===== src/core/pick_copy_defines.svh =====
`ifndef PICK_COPY_DEFINES_SVH
`define PICK_COPY_DEFINES_SVH

// Register byte offsets
`define OFS_CMD 5'h00
`define OFS_STATUS 5'h04
`define OFS_PEN 5'h08
`define OFS_BLKSZ 5'h0C
`define OFS_CONFIG 5'h10

// Reset values
`define PEN_RST 32'h00000000
`define BLKSZ_RST 32'h00000000
`define CONFIG_RST 32'h000F0000

// Config fields
`define CFG_SEARCH_LO 0
`define CFG_FONT_LO 8
`define CFG_ACTIVE_LO 16

// Status fields
`define STAT_BUSY 0
`define STAT_PICK 1
`define STAT_CLIP 2

// Instruction word decode
`define OP_PICK 7'h35
`define OP_CLIP 7'h34
`define OP_COPY 7'h5C
`define OP_COPY_CUR 7'h1C
`define FLAG_BIT 7
`define SP_BIT 15
`define SI_BIT 14
`define M_BIT 13
`define CMB_LO 8
`define REL_BIT 15

// Cycle costs at ref_clk_i
`define PICK_CYC 9'h028
`define CLIP_CYC 9'h02D
`define COPY_SETUP 9'h0DA
`define CUR_SETUP 9'h0A6
`define LINE_PLAIN 9'h024
`define LINE_SP 9'h02A
`define LINE_INV 9'h028
`define LINE_MATCH 9'h028
`define WORD_PLAIN 9'h013
`define WORD_SP 9'h019
`define WORD_INV 9'h01E
`define WORD_MATCH 9'h114

`endif


===== src/core/pick_copy_pkg.sv =====
package pick_copy_pkg;

	// Execution phases
	typedef enum logic [2:0] {
		ST_IDLE = 3'h0,
		ST_PARAM = 3'h1,
		ST_FIXED = 3'h2,
		ST_SETUP = 3'h3,
		ST_LINE = 3'h4,
		ST_WORD = 3'h5
	} exec_state_t;

	// Combine operations, source S over destination D
	typedef enum logic [2:0] {
		CMB_ZERO = 3'h0,
		CMB_AND = 3'h1,
		CMB_OR = 3'h2,
		CMB_XOR = 3'h3,
		CMB_DST = 3'h4,
		CMB_SET = 3'h5,
		CMB_ANDNOT = 3'h6,
		CMB_ONES = 3'h7
	} combine_op_t;

	typedef logic [15:0] coord_t;

endpackage : pick_copy_pkg


===== src/core/word_combine.sv =====
`timescale 1ns/10ps
module word_combine
	import pick_copy_pkg::*;
(
	input logic [63:0] src_i,
	input logic [63:0] dst_i,
	input combine_op_t op_i,
	output logic [63:0] res_o
);

	always_comb begin
		case (op_i)
			CMB_ZERO: res_o = 64'h0000000000000000;
			CMB_AND: res_o = src_i & dst_i;
			CMB_OR: res_o = src_i | dst_i;
			CMB_XOR: res_o = src_i ^ dst_i;
			CMB_DST: res_o = dst_i;
			CMB_SET: res_o = src_i;
			CMB_ANDNOT: res_o = ~src_i & dst_i;
			CMB_ONES: res_o = 64'hFFFFFFFFFFFFFFFF;
			default: res_o = dst_i;
		endcase
	end

endmodule : word_combine


===== src/core/pick_copy_exec.sv =====
`timescale 1ns/10ps
`include "pick_copy_defines.svh"
module pick_copy_exec
	import pick_copy_pkg::*;
(
	input logic ref_clk_i,
	input logic rst_n_i,
	input logic [4:0] s_axi_awaddr_i,
	input logic s_axi_awvalid_i,
	output logic s_axi_awready_o,
	input logic [31:0] s_axi_wdata_i,
	input logic [3:0] s_axi_wstrb_i,
	input logic s_axi_wvalid_i,
	output logic s_axi_wready_o,
	output logic [1:0] s_axi_bresp_o,
	output logic s_axi_bvalid_o,
	input logic s_axi_bready_i,
	input logic [4:0] s_axi_araddr_i,
	input logic s_axi_arvalid_i,
	output logic s_axi_arready_o,
	output logic [31:0] s_axi_rdata_o,
	output logic [1:0] s_axi_rresp_o,
	output logic s_axi_rvalid_o,
	input logic s_axi_rready_i,
	output logic mem_re_o,
	output logic mem_we_o,
	output logic [15:0] mem_addr_o,
	output logic [63:0] mem_wdata_o,
	output logic [63:0] mem_wmask_o,
	input logic [63:0] mem_rdata_i,
	output logic pick_enable_o,
	output logic clip_enable_o
);

	logic rst_meta_r, rst_n;
	logic aw_held_r, aw_held_nxt, w_held_r, w_held_nxt, bvalid_r, bvalid_nxt, rvalid_r, rvalid_nxt;
	logic [4:0] aw_addr_r, aw_addr_nxt;
	logic [31:0] w_data_r, w_data_nxt, rdata_r, rdata_nxt;
	logic [3:0] w_strb_r, w_strb_nxt;
	logic [1:0] bresp_r, bresp_nxt, rresp_r, rresp_nxt;
	coord_t pen_x_r, pen_x_nxt, pen_y_r, pen_y_nxt;
	logic [31:0] blksz_r, blksz_nxt, config_r, config_nxt;
	logic cmd_valid, cmd_take, wr_go, busy, pen_ld_c, done_c, ld_c;
	logic [15:0] cmd_word;
	exec_state_t state_r, state_nxt;
	logic [15:0] instr_r, instr_nxt;
	logic [15:0] par_r [0:3];
	logic [15:0] par_nxt [0:3];
	logic [1:0] pidx_r, pidx_nxt;
	coord_t src_x_r, src_x_nxt, src_y_r, src_y_nxt, dst_x_r, dst_x_nxt, dst_y_r, dst_y_nxt;
	logic [10:0] row_r, row_nxt;
	logic [11:0] wd_r, wd_nxt;
	logic [8:0] tmr_r, tmr_nxt, pcnt_r, pcnt_nxt;
	logic [2:0] step_r, step_nxt;
	logic [63:0] srca_r, srca_nxt, srcb_r, srcb_nxt;
	logic mem_re_r, mem_re_nxt, mem_we_r, mem_we_nxt;
	logic [15:0] mem_addr_r, mem_addr_nxt;
	logic [63:0] mem_wdata_r, mem_wdata_nxt, mem_wmask_r, mem_wmask_nxt;
	logic pick_en_r, pick_en_nxt, clip_en_r, clip_en_nxt;

	// Reset release through two flops
	always_ff @(posedge ref_clk_i or negedge rst_n_i) begin
		if (!rst_n_i) begin
			rst_meta_r <= 1'b0;
			rst_n <= 1'b0;
		end else begin
			rst_meta_r <= 1'b1;
			rst_n <= rst_meta_r;
		end
	end

	// Byte lane merge
	function automatic logic [31:0] merge(input logic [31:0] old, input logic [31:0] din,
		input logic [3:0] strb);
		logic [31:0] res;
		res = old;
		for (int b = 0; b < 4; b++) begin
			if (strb[b]) begin
				res[8*b +: 8] = din[8*b +: 8];
			end
		end
		return res;
	endfunction : merge

	function automatic coord_t resolve(input coord_t base, input logic [15:0] w, input logic rel);
		return rel ? 16'(base + {{2{w[13]}}, w[13:0]}) : {2'h0, w[13:0]};
	endfunction : resolve

	// Bus handshakes
	assign cmd_word = w_data_r[15:0];
	assign busy = (state_r != ST_IDLE);
	assign cmd_valid = aw_held_r && w_held_r && !bvalid_r && ({aw_addr_r[4:2], 2'h0} == `OFS_CMD);
	assign wr_go = aw_held_r && w_held_r && !bvalid_r &&
		(({aw_addr_r[4:2], 2'h0} != `OFS_CMD) || cmd_take);
	assign s_axi_awready_o = !aw_held_r && !bvalid_r;
	assign s_axi_wready_o = !w_held_r && !bvalid_r;
	assign s_axi_arready_o = !rvalid_r;

	// Bus slave and software registers
	always_comb begin
		aw_held_nxt = aw_held_r;
		aw_addr_nxt = aw_addr_r;
		w_held_nxt = w_held_r;
		w_data_nxt = w_data_r;
		w_strb_nxt = w_strb_r;
		bvalid_nxt = bvalid_r;
		bresp_nxt = bresp_r;
		rvalid_nxt = rvalid_r;
		rdata_nxt = rdata_r;
		rresp_nxt = rresp_r;
		pen_x_nxt = pen_x_r;
		pen_y_nxt = pen_y_r;
		blksz_nxt = blksz_r;
		config_nxt = config_r;
		if (s_axi_awvalid_i && s_axi_awready_o) begin
			aw_held_nxt = 1'b1;
			aw_addr_nxt = s_axi_awaddr_i;
		end
		if (s_axi_wvalid_i && s_axi_wready_o) begin
			w_held_nxt = 1'b1;
			w_data_nxt = s_axi_wdata_i;
			w_strb_nxt = s_axi_wstrb_i;
		end
		if (bvalid_r && s_axi_bready_i) begin
			bvalid_nxt = 1'b0;
		end
		if (wr_go) begin
			aw_held_nxt = 1'b0;
			w_held_nxt = 1'b0;
			bvalid_nxt = 1'b1;
			bresp_nxt = 2'h0;
			case ({aw_addr_r[4:2], 2'h0})
				`OFS_CMD: ;
				`OFS_STATUS: ;
				`OFS_PEN: begin
					if (!busy) begin
						{pen_y_nxt, pen_x_nxt} = merge({pen_y_r, pen_x_r}, w_data_r, w_strb_r);
					end
				end
				`OFS_BLKSZ: blksz_nxt = merge(blksz_r, w_data_r, w_strb_r);
				`OFS_CONFIG: config_nxt = merge(config_r, w_data_r, w_strb_r);
				default: bresp_nxt = 2'h2;
			endcase
		end
		if (pen_ld_c) begin
			pen_x_nxt = src_x_r;
			pen_y_nxt = src_y_r;
		end
		if (rvalid_r && s_axi_rready_i) begin
			rvalid_nxt = 1'b0;
		end
		if (s_axi_arvalid_i && s_axi_arready_o) begin
			rvalid_nxt = 1'b1;
			rresp_nxt = 2'h0;
			case ({s_axi_araddr_i[4:2], 2'h0})
				`OFS_CMD: rdata_nxt = {16'h0000, instr_r};
				`OFS_STATUS: rdata_nxt = {29'h00000000, clip_en_r, pick_en_r, busy};
				`OFS_PEN: rdata_nxt = {pen_y_r, pen_x_r};
				`OFS_BLKSZ: rdata_nxt = blksz_r;
				`OFS_CONFIG: rdata_nxt = config_r;
				default: begin
					rdata_nxt = 32'h00000000;
					rresp_nxt = 2'h2;
				end
			endcase
		end
	end

	always_ff @(posedge ref_clk_i or negedge rst_n) begin
		if (!rst_n) begin
			aw_held_r <= 1'b0;
			aw_addr_r <= 5'h00;
			w_held_r <= 1'b0;
			w_data_r <= 32'h00000000;
			w_strb_r <= 4'h0;
			bvalid_r <= 1'b0;
			bresp_r <= 2'h0;
			rvalid_r <= 1'b0;
			rdata_r <= 32'h00000000;
			rresp_r <= 2'h0;
			{pen_y_r, pen_x_r} <= `PEN_RST;
			blksz_r <= `BLKSZ_RST;
			config_r <= `CONFIG_RST;
		end else begin
			aw_held_r <= aw_held_nxt;
			aw_addr_r <= aw_addr_nxt;
			w_held_r <= w_held_nxt;
			w_data_r <= w_data_nxt;
			w_strb_r <= w_strb_nxt;
			bvalid_r <= bvalid_nxt;
			bresp_r <= bresp_nxt;
			rvalid_r <= rvalid_nxt;
			rdata_r <= rdata_nxt;
			rresp_r <= rresp_nxt;
			pen_x_r <= pen_x_nxt;
			pen_y_r <= pen_y_nxt;
			blksz_r <= blksz_nxt;
			config_r <= config_nxt;
		end
	end

	// Instruction fields and phase costs
	logic is_full_c, sp_c, si_c, m_c, down_c, rtl_c;
	logic [1:0] last_c, font_c;
	logic [3:0] search_c, active_c;
	logic [8:0] setup_c, line_c, word_c;
	logic [10:0] bw_c, bh_c, roff_c;
	coord_t rsx_c, rsy_c, rdx_c, rdy_c, dend_c, pbase_c, sp_pix_c, srow_c, drow_c;
	logic [15:0] dwx_c, dwy_c;
	logic [11:0] wstart_c, wstop_c, swa_c;
	logic [15:0] inr_c, match_c;
	logic [15:0] raw_c [0:3];
	logic [63:0] src_eff_c, mask_c, comb_res_c;
	assign is_full_c = (instr_r[6:0] == `OP_COPY);
	assign sp_c = instr_r[`SP_BIT];
	assign si_c = instr_r[`SI_BIT];
	assign m_c = instr_r[`M_BIT];
	assign last_c = is_full_c ? 2'h3 : 2'h1;
	assign search_c = config_r[`CFG_SEARCH_LO +: 4];
	assign font_c = config_r[`CFG_FONT_LO +: 2];
	assign active_c = config_r[`CFG_ACTIVE_LO +: 4];
	assign bw_c = blksz_r[10:0];
	assign bh_c = blksz_r[26:16];
	assign setup_c = is_full_c ? `COPY_SETUP : `CUR_SETUP;
	assign line_c = sp_c ? `LINE_SP : (si_c ? `LINE_INV : (m_c ? `LINE_MATCH : `LINE_PLAIN));
	assign word_c = m_c ? `WORD_MATCH : (si_c ? `WORD_INV : (sp_c ? `WORD_SP : `WORD_PLAIN));

	// source from pen, destination from source
	assign rsx_c = is_full_c ? resolve(pen_x_r, par_r[0], par_r[0][`REL_BIT]) : pen_x_r;
	assign rsy_c = is_full_c ? resolve(pen_y_r, par_r[1], par_r[0][`REL_BIT]) : pen_y_r;
	assign dwx_c = is_full_c ? par_r[2] : par_r[0];
	assign dwy_c = is_full_c ? par_r[3] : par_r[1];
	assign rdx_c = resolve(rsx_c, dwx_c, dwx_c[`REL_BIT]);
	assign rdy_c = resolve(rsy_c, dwy_c, dwx_c[`REL_BIT]);

	assign down_c = ($signed(dst_y_r) <= $signed(src_y_r));
	assign rtl_c = ($signed(dst_x_r) > $signed(src_x_r));
	assign roff_c = down_c ? row_r : 11'(bh_c - 11'h001 - row_r);
	assign srow_c = 16'(src_y_r + {5'h00, roff_c});
	assign drow_c = 16'(dst_y_r + {5'h00, roff_c});
	assign dend_c = 16'(dst_x_r + {5'h00, bw_c} - 16'h0001);
	assign wstart_c = rtl_c ? dend_c[15:4] : dst_x_r[15:4];
	assign wstop_c = rtl_c ? dst_x_r[15:4] : dend_c[15:4];
	assign pbase_c = {wd_r, 4'h0};
	assign sp_pix_c = 16'(pbase_c + src_x_r - dst_x_r);
	assign swa_c = sp_pix_c[15:4];

	// Per pixel range and colour match
	for (genvar i = 0; i < 16; i++) begin : g_pix
		wire [15:0] pix = 16'(pbase_c + 16'(i));
		assign inr_c[i] = ($signed(pix) >= $signed(dst_x_r)) && ($signed(pix) <= $signed(dend_c));
		assign match_c[i] = ({mem_rdata_i[48+i], mem_rdata_i[32+i], mem_rdata_i[16+i],
			mem_rdata_i[i]} == search_c);
	end

	// Per plane source alignment and write mask
	for (genvar p = 0; p < 4; p++) begin : g_plane
		assign raw_c[p] = 16'({srcb_r[16*p +: 16], srca_r[16*p +: 16]} >> sp_pix_c[3:0]);
		assign src_eff_c[16*p +: 16] = (sp_c ? raw_c[font_c] : raw_c[p]) ^ {16{si_c}};
		assign mask_c[16*p +: 16] = {16{active_c[p]}} & inr_c & (m_c ? match_c : 16'hFFFF);
	end

	word_combine u_combine (
		.src_i(src_eff_c),
		.dst_i(mem_rdata_i),
		.op_i(combine_op_t'(instr_r[`CMB_LO +: 3])),
		.res_o(comb_res_c)
	);

	// Instruction sequencer and display memory port
	always_comb begin
		state_nxt = state_r;
		instr_nxt = instr_r;
		par_nxt = par_r;
		pidx_nxt = pidx_r;
		src_x_nxt = src_x_r;
		src_y_nxt = src_y_r;
		dst_x_nxt = dst_x_r;
		dst_y_nxt = dst_y_r;
		row_nxt = row_r;
		wd_nxt = wd_r;
		tmr_nxt = (tmr_r != 9'h000) ? 9'(tmr_r - 9'h001) : tmr_r;
		step_nxt = (step_r != 3'h5) ? 3'(step_r + 3'h1) : step_r;
		srca_nxt = srca_r;
		srcb_nxt = srcb_r;
		mem_re_nxt = 1'b0;
		mem_we_nxt = 1'b0;
		mem_addr_nxt = mem_addr_r;
		mem_wdata_nxt = mem_wdata_r;
		mem_wmask_nxt = mem_wmask_r;
		pick_en_nxt = pick_en_r;
		clip_en_nxt = clip_en_r;
		cmd_take = 1'b0;
		ld_c = 1'b0;
		done_c = 1'b0;
		case (state_r)
			ST_IDLE: begin
				if (cmd_valid) begin
					cmd_take = 1'b1;
					instr_nxt = cmd_word;
					pidx_nxt = 2'h0;
					case (cmd_word[6:0])
						`OP_PICK: begin
							pick_en_nxt = cmd_word[`FLAG_BIT];
							state_nxt = ST_FIXED;
							tmr_nxt = `PICK_CYC - 9'h002;
							ld_c = 1'b1;
						end
						`OP_CLIP: begin
							clip_en_nxt = cmd_word[`FLAG_BIT];
							state_nxt = ST_FIXED;
							tmr_nxt = `CLIP_CYC - 9'h002;
							ld_c = 1'b1;
						end
						`OP_COPY, `OP_COPY_CUR: state_nxt = ST_PARAM;
						default: ;
					endcase
				end
			end
			ST_PARAM: begin
				if (cmd_valid) begin
					cmd_take = 1'b1;
					par_nxt[pidx_r] = cmd_word;
					pidx_nxt = 2'(pidx_r + 2'h1);
					if (pidx_r == last_c) begin
						state_nxt = ST_SETUP;
						tmr_nxt = setup_c - 9'h001;
						ld_c = 1'b1;
					end
				end
			end
			ST_FIXED: begin
				if (tmr_r == 9'h000) begin
					state_nxt = ST_IDLE;
				end
			end
			ST_SETUP: begin
				if (tmr_r == 9'h000) begin
					src_x_nxt = rsx_c;
					src_y_nxt = rsy_c;
					dst_x_nxt = rdx_c;
					dst_y_nxt = rdy_c;
					row_nxt = 11'h000;
					state_nxt = ST_LINE;
					tmr_nxt = line_c - 9'h001;
					ld_c = 1'b1;
				end
			end
			ST_LINE: begin
				if (tmr_r == 9'h000) begin
					if (bw_c == 11'h000 || bh_c == 11'h000) begin
						done_c = 1'b1;
					end else begin
						wd_nxt = wstart_c;
						state_nxt = ST_WORD;
						step_nxt = 3'h0;
						tmr_nxt = word_c - 9'h001;
						ld_c = 1'b1;
					end
				end
			end
			ST_WORD: begin
				// Reads of both source words and destination precede the write
				case (step_r)
					3'h0: begin
						mem_re_nxt = 1'b1;
						mem_addr_nxt = {srow_c[9:0], swa_c[5:0]};
					end
					3'h1: begin
						mem_re_nxt = 1'b1;
						mem_addr_nxt = {srow_c[9:0], 6'(swa_c[5:0] + 6'h01)};
					end
					3'h2: begin
						mem_re_nxt = 1'b1;
						mem_addr_nxt = {drow_c[9:0], wd_r[5:0]};
						srca_nxt = mem_rdata_i;
					end
					3'h3: srcb_nxt = mem_rdata_i;
					3'h4: begin
						mem_wdata_nxt = comb_res_c;
						mem_wmask_nxt = mask_c;
						mem_we_nxt = !pick_en_r;
					end
					default: ;
				endcase
				if (tmr_r == 9'h000) begin
					if (wd_r != wstop_c) begin
						wd_nxt = rtl_c ? 12'(wd_r - 12'h001) : 12'(wd_r + 12'h001);
						step_nxt = 3'h0;
						tmr_nxt = word_c - 9'h001;
						ld_c = 1'b1;
					end else if (row_r != 11'(bh_c - 11'h001)) begin
						row_nxt = 11'(row_r + 11'h001);
						state_nxt = ST_LINE;
						tmr_nxt = line_c - 9'h001;
						ld_c = 1'b1;
					end else begin
						done_c = 1'b1;
					end
				end
			end
			default: state_nxt = ST_IDLE;
		endcase
		// back to idle only when finished
		if (done_c) begin
			state_nxt = ST_IDLE;
		end
		pcnt_nxt = ld_c ? 9'h000 : 9'(pcnt_r + 9'h001);
	end

	// pen to source after full copy
	assign pen_ld_c = done_c && is_full_c;

	always_ff @(posedge ref_clk_i or negedge rst_n) begin
		if (!rst_n) begin
			state_r <= ST_IDLE;
			instr_r <= 16'h0000;
			for (int k = 0; k < 4; k++) begin
				par_r[k] <= 16'h0000;
			end
			pidx_r <= 2'h0;
			src_x_r <= 16'h0000;
			src_y_r <= 16'h0000;
			dst_x_r <= 16'h0000;
			dst_y_r <= 16'h0000;
			row_r <= 11'h000;
			wd_r <= 12'h000;
			tmr_r <= 9'h000;
			pcnt_r <= 9'h000;
			step_r <= 3'h0;
			srca_r <= 64'h0000000000000000;
			srcb_r <= 64'h0000000000000000;
			mem_re_r <= 1'b0;
			mem_we_r <= 1'b0;
			mem_addr_r <= 16'h0000;
			mem_wdata_r <= 64'h0000000000000000;
			mem_wmask_r <= 64'h0000000000000000;
			pick_en_r <= 1'b0;
			clip_en_r <= 1'b0;
		end else begin
			state_r <= state_nxt;
			instr_r <= instr_nxt;
			par_r <= par_nxt;
			pidx_r <= pidx_nxt;
			src_x_r <= src_x_nxt;
			src_y_r <= src_y_nxt;
			dst_x_r <= dst_x_nxt;
			dst_y_r <= dst_y_nxt;
			row_r <= row_nxt;
			wd_r <= wd_nxt;
			tmr_r <= tmr_nxt;
			pcnt_r <= pcnt_nxt;
			step_r <= step_nxt;
			srca_r <= srca_nxt;
			srcb_r <= srcb_nxt;
			mem_re_r <= mem_re_nxt;
			mem_we_r <= mem_we_nxt;
			mem_addr_r <= mem_addr_nxt;
			mem_wdata_r <= mem_wdata_nxt;
			mem_wmask_r <= mem_wmask_nxt;
			pick_en_r <= pick_en_nxt;
			clip_en_r <= clip_en_nxt;
		end
	end

	// Output drive
	assign s_axi_bvalid_o = bvalid_r;
	assign s_axi_bresp_o = bresp_r;
	assign s_axi_rvalid_o = rvalid_r;
	assign s_axi_rdata_o = rdata_r;
	assign s_axi_rresp_o = rresp_r;
	assign mem_re_o = mem_re_r;
	assign mem_we_o = mem_we_r;
	assign mem_addr_o = mem_addr_r;
	assign mem_wdata_o = mem_wdata_r;
	assign mem_wmask_o = mem_wmask_r;
	assign pick_enable_o = pick_en_r;
	assign clip_enable_o = clip_en_r;
endmodule : pick_copy_exec


===== config.mk =====
export PLATFORM = sky130hd
export DESIGN_NAME = pick_copy_exec
export DESIGN_NICKNAME = d
export VERILOG_FILES = /design/src/core/pick_copy_pkg.sv /design/src/core/word_combine.sv /design/src/core/pick_copy_exec.sv
export VERILOG_INCLUDE_DIRS = /design/src /design/src/core
export SDC_FILE = /design/constraint.sdc
export NUM_CORES = 2
export LEC_CHECK = 0
export ABC_AREA = 1
export BUFFER_PORTS_ARGS = -buffer_cell sky130_fd_sc_hd__buf_2
export CELL_PAD_IN_SITES_DETAIL_PLACEMENT = 0
export CELL_PAD_IN_SITES_GLOBAL_PLACEMENT = 1
export CORE_ASPECT_RATIO = 1.5
export CORE_MARGIN = 3
export CORE_UTILIZATION = 25
export CTS_BUF_LIST = sky130_fd_sc_hd__clkbuf_8
export DETAILED_ROUTE_END_ITERATION = 12
export PLACE_DENSITY_LB_ADDON = 0.3
export SLEW_MARGIN = 10
export SYNTH_ARGS = -nofsm -noshare
export SYNTH_HDL_FRONTEND = slang
export SYNTH_SLANG_ARGS = --single-unit

===== constraint.sdc =====
create_clock -name ref_clk_i -period 27.4 [get_ports ref_clk_i]
set_input_delay 4.11 -clock ref_clk_i [delete_from_list [all_inputs] [get_ports ref_clk_i]]
set_output_delay 4.11 -clock ref_clk_i [all_outputs]
set_load 0.02 [all_outputs]

Yosys cells after proc, flatten, opt, wreduce, memory -nomap -nowiden
Index checks and enable logic that the tools add are counted.
{"block": "word_totals", "ff_bits": 639, "in_bits": 117, "out_inout_bits": 189}
{"block": "classes", "order_cmp": 37, "n_mux": 112, "n_shift": 4, "n_eq_ne": 70, "n_bitwise": 19, "addsub": 37, "reduce_logical": 92}
{"operator": "$pmux 64 s8", "n": 1}
{"operator": "$mux 16", "n": 23}
{"operator": "$le 16x16->1", "n": 17}
{"operator": "$ge 16x16->1", "n": 16}
{"operator": "$pmux 32 s5", "n": 1}
{"operator": "$add 16x4->16 const B", "n": 8}
{"operator": "$and 16x16->16", "n": 8}
{"operator": "$and 64x64->64", "n": 2}
{"operator": "$shr 32x4->16", "n": 4}
{"operator": "$mux 9", "n": 11}
{"operator": "$mux 12", "n": 7}
{"operator": "$add 16x16->16", "n": 4}
{"operator": "$add 16x3->16 const B", "n": 4}
{"operator": "$bwmux 64", "n": 1}
{"operator": "$eq 4x4->1", "n": 16}
{"operator": "$not 64->64", "n": 1}
{"operator": "$or 64x64->64", "n": 1}
{"operator": "$xor 16x16->16", "n": 4}
{"operator": "$xor 64x64->64", "n": 1}
{"operator": "$mux 3", "n": 16}
{"operator": "$pmux 16 s3", "n": 1}
{"operator": "$pmux 9 s5", "n": 1}
{"operator": "$mux 11", "n": 4}
{"operator": "$ne 3x3->1 const B", "n": 11}
{"operator": "other kinds (65)", "n": 208}

Depth between registers and ports, before layout
{"block": "depth", "ltp_word": 11, "depth_mapped": 32, "depth_no_buf": 30}

Cells and area by module
A second synthesis with hierarchy kept.
{"block": "hier_totals", "cells_unflattened": 6632, "area_unflattened_um2": 45914.0}
{"mod": "pick_copy_exec", "area_each_um2": 41949.0, "n_inst": 1, "seq_area_each_um2": 15645.0, "cells_per_inst": 5811}
{"mod": "word_combine", "area_each_um2": 3965.1, "n_inst": 1, "seq_area_each_um2": 0.0, "cells_per_inst": 821}

Worst setup path before layout
Ideal clock, no wire load.
{"block": "synth_timing", "kind": "input to register", "from": "input port s_axi_araddr_i[3]", "to": "register rdata_r[2] (netlist: s_axi_rdata_o[2])", "arrival_ps": 5297, "t_required_ps": 27317, "cell_stages": 7, "n_path_buf": 0, "slack_ps": 22020, "path_cell_list": "inv_1 nor3_1 clkinv_1 o22ai_1 a221oi_1 a21boi_0 o21ai_0"}
{"block": "synth_between", "elab_chain_cells": 2, "elab_cells_between_ends": 6}
{"item": "start: declaration", "line": "pick_copy_exec.sv:18", "source": "input logic [4:0] s_axi_araddr_i,"}
{"item": "$eq 3x3->1 (tied with other cells)", "line": "pick_copy_exec.sv:155", "source": "case ({s_axi_araddr_i[4:2], 2'h0})"}
{"item": "$pmux 32 s5 (*)", "line": "pick_copy_exec.sv:155"}
{"item": "end signal: assignment", "line": "pick_copy_exec.sv:193", "source": "rdata_r <= rdata_nxt;"}
{"item": "end: declaration", "line": "pick_copy_exec.sv:38", "source": "logic [31:0] w_data_r, w_data_nxt, rdata_r, rdata_nxt;"}
Mark *: on every way between the ends. The rest lies on a longest branch, timed or not.
A chain may end at the register's enable or synchronous reset.

Worst setup path after layout
{"block": "layout_timing", "from": "register dst_x_r[1]", "to": "register mem_wdata_r[16] (netlist: mem_wdata_o[16])"}
{"block": "layout_between", "elab_chain_cells": 10, "elab_cells_between_ends": 16}
{"item": "start: declaration", "line": "pick_copy_exec.sv:50", "source": "coord_t src_x_r, src_x_nxt, src_y_r, src_y_nxt, dst_x_r, dst_x_nxt, dst_y_r, dst_y_nxt;"}
{"item": "start signal: assignment", "line": "pick_copy_exec.sv:447", "source": "dst_x_r <= dst_x_nxt;"}
{"item": "$sub 10x10->10 (*)", "line": "pick_copy_exec.sv:245", "source": "assign sp_pix_c = 16'(pbase_c + src_x_r - dst_x_r);"}
{"item": "$shr 32x4->16", "line": "pick_copy_exec.sv:258", "source": "assign raw_c[p] = 16'({srcb_r[16*p +: 16], srca_r[16*p +: 16]} >> sp_pix_c[3:0]);"}
{"item": "$bmux 16 s2", "line": "pick_copy_exec.sv:259", "source": "assign src_eff_c[16*p +: 16] = (sp_c ? raw_c[font_c] : raw_c[p]) ^ {16{si_c}};"}
{"item": "$mux 16 (not written as such) (2 in series)", "line": "pick_copy_exec.sv:259"}
{"item": "$mux 16 (*)", "line": "pick_copy_exec.sv:259"}
{"item": "$xor 16x16->16 (*)", "line": "pick_copy_exec.sv:259"}
{"item": "$not 64->64", "line": "word_combine.sv:19", "source": "CMB_ANDNOT: res_o = ~src_i & dst_i;"}
{"item": "$and 64x64->64", "line": "word_combine.sv:19"}
{"item": "$pmux 64 s8 (*)", "line": "word_combine.sv:12", "source": "case (op_i)"}
{"item": "end signal: assignment", "line": "pick_copy_exec.sv:459", "source": "mem_wdata_r <= mem_wdata_nxt;"}
{"item": "end: declaration", "line": "pick_copy_exec.sv:58", "source": "logic [63:0] mem_wdata_r, mem_wdata_nxt, mem_wmask_r, mem_wmask_nxt;"}
Mark *: on every way between the ends. The rest lies on a longest branch, timed or not. The select of a mux whose other input is x is not followed.

==> results_dict.tcl <==
set metrics [dict create \
    status "complete, no violations" \
    grt-ovfl-total 0 \
    critPathTopFamily "buffers and inverters" \
    io_buffers 299 \
    routed-via-count 47200 \
    crit_type "flip-flop to flip-flop" \
    fin_worst_skew_ns 0.122 \
    cts-buffers-inserted 116 \
    path_clk_slew_ns 0.07 \
    totalPowerFinal_mw 3.35 \
    wl_per_cell_um 23.9 \
    multiInputGateArea_um2 27100 \
    synthMuxAreaShare_pct 0.909 \
    cts_tree "done" \
    max_stage_delay_ns 1.00 \
    rows 193 \
    drive_gt1_share_pct 9.82 \
    grt_max_degree 108 \
    cts_root_buf "clkbuf_8" \
    htree_levels 3 \
    synth_edf_count 0 \
    slowest_stage "o21ai_0" \
    syn_area_um2 46400 \
    post-route-min-period_ns 6.76 \
    synth_compound_area_share_pct 19.2 \
    route.detailed.drc 0 \
    grt_pass1_vias 46000 \
    synth.top_cells.by_area "dfrtp_1, nand2_1, o21ai_0, ha_1, inv_1" \
    cts.sinks 625 \
    regArea_um2 15700 \
    yosysWarnings 0 \
    holdCritPathClass "flip-flop to flip-flop" \
    drtAntennaViolNets 0 \
    ctsResizeCount 0 \
    clockBufferDepth 3 \
    yosysMostFrequentCell "nand2_1" \
    dr.pass1.iters 6 \
    wl_um 225000 \
    startpoint_type "flip-flop" \
    pre_cts_slack_ns 20.87 \
    dieArea_um2 191000 \
    setup-violations-final 0 \
    fp.dieW_um 358 \
    cp_cell_sequence "inv_1 -> ha_1 -> inv_1 -> fa_2 -> buf_4 -> inv_2 -> buf_4 -> nand2_1 -> o21ai_0 -> o21ai_0 -> o21ai_0 -> o21ai_1 -> nand2_1 -> nand3_1 -> nand2_1 -> ha_1 -> a211oi_1 -> nand3_1 -> nand2_1 -> nand2_1" \
    async_reset_ff_share_pct 100 \
    hold_buffers 0 \
    ys_seq_area_share_pct 33.7 \
    synth-seq-cells 625 \
    drtIter0Drc 3609 \
    yosys.area_share.simple_pct 27.2 \
    fin_nets 7272 \
    fin_util_pct 28.7 \
    leakagePower_nw 26.7 \
    clock_latency_ns 0.90 \
    hold_viol_final 0 \
    worst_ep_arrival_time_ns 7.51 \
    slew_headroom_pct 9.78 \
    ios 306 \
    synth_top_family_by_area "simple AND/OR/NAND/NOR gates" \
    syn2layout_area_growth_pct 14.1 \
    die_h_um 534 \
    cts_post_setup_buffers_inserted 0 \
    vdd_drop_max_v 0.0000503 \
    cap_violations 0 \
    synthAdderAreaFrac_pct 8.06 \
    power_density_nw_per_um2 63.3 \
    core_um2 184000 \
    gp_congestion 0.964 \
    synth_ff_type "dfrtp_1" \
    finalSetupTns_ns 0 \
    setup_slack_ns 20.64 \
    synth_top_cell_area_share_pct 33.5 \
    avgViaCountPerCell 5.02 \
    synthCells 6710 \
    yosys-top-cells-count "nand2_1, o21ai_0, inv_1, dfrtp_1, nand3_1" \
    hpwl_um 170000 \
    yosysTopAreaCell "dfrtp_1" \
    grt_first_pass_wirelength_um 322000 \
    crit_top_cell "nand2_1" \
    worstPathRequired_ns 28.15 \
    synth_xor_area_share_pct 2.53 \
    cp-end-kind "flip-flop" \
    syn_area_per_cell_um2 6.92 \
    fin_crit_sh_pct 24.7 \
    slew_viol_final 0 \
    worstMarginPinSlew_ns 1.34 \
    cp_max_fo 86 \
    grt_antenna_before_repair 4 \
    grt_usage_pct 22.9 \
    cp_num_buf_inv 5 \
    n_fill_cell 20400 \
    synthDistinctLibCells 76 \
    initial_core_util_pct 25.2 \
    rsz0062_at_grt "no" \
    max_freq_mhz 148 \
]
-- area by class of cell --
type	instances	share of cell area (%)
clock inverters	74	1.33
well taps	2437	5.76
inverters	650	4.61
diodes	4	0.0189
clock buffers	144	3.74
flip-flops and latches	625	29.6
multi-input cells	5101	51.1
repair buffers	371	3.85
-- kinds of logic after synthesis --
logic type                 Yosys count
AOI/OAI and AO/OA                 1559
xor gates and xnor gates           133
adders and majority gates          290
buffers and inverters              985
DFF                                625
muxes                               41
other                                2
and+or+nand+nor                   3075
-- state kept, by name, indices dropped and copies added, names as in the netlist, 32 cells and up --
signal / cells
srcb_r: 60
blksz_r: 32
mem_wmask_o: 64
w_data_r: 32
config_r: 32
srca_r: 64
s_axi_rdata_o: 32
par_r: 58
mem_wdata_o: 64
-- stage by stage --
stage / hold slack [ns] / std cells / instance area, µm²
floorplan: 0.331 / 6711 / 46400
global placement: 0.337 / 9184 / 50200
detailed placement: 0.342 / 9184 / 50200
CTS: 0.369 / 9402 / 52900
global route: 0.375 / 9403 / 52900
finish: 0.366 / 9406 / 52900
-- path summary, 6_finish.rpt --
| path | startpoint | endpoint | slack, ns | depth (start not counted) |
|---|---|---|---|---|
| worst max register to register | dst_x_r[1] | mem_wdata_o[16] | 20.64 | 20 |
| worst min register to register | rst_meta_r | rst_n | 0.37 | 0 |
| worst max-delay path | dst_x_r[1] | mem_wdata_o[16] | 20.64 | 20 |
| worst min-delay path | rst_meta_r | rst_n | 0.37 | 0 |
| max in group asynchronous | rst_n | mem_wmask_o[57] | 23.66 | 3 |
| min in group asynchronous | rst_n | pen_y_r[10] | 0.41 | 0 |
-- cell usage in the layout, fill, tap and decap left out, types with 144 or more instances in the layout --
cell type  instances
nand2_1         2026
o21ai_0          765
inv_1            662
dfrtp_1          619
nand3_1          446
nor2_1           388
a21oi_1          318
buf_2            299
ha_1             273
clkbuf_8         144
-- per-layer routing --
| layer | up-vias | global-route usage [%] | share of wire [%] |
|---|---|---|---|
| met3 | 436 | 2.58 | 4.3 |
| met5 | - | 0 | 0 |
| met4 | 0 | 15.1 | 7.9 |
| met1 | 22700 | 25.6 | 38 |
| li1 | 22700 | - | - |
| met2 | 1414 | 40.8 | 50 |
-- power breakdown --
part / internal, mW / switching, mW
sequential: 1.01 / 0.0904
combinational: 0.340 / 0.832
clock: 0.578 / 0.498
Note: power is estimated with default switching activity, not from simulation.
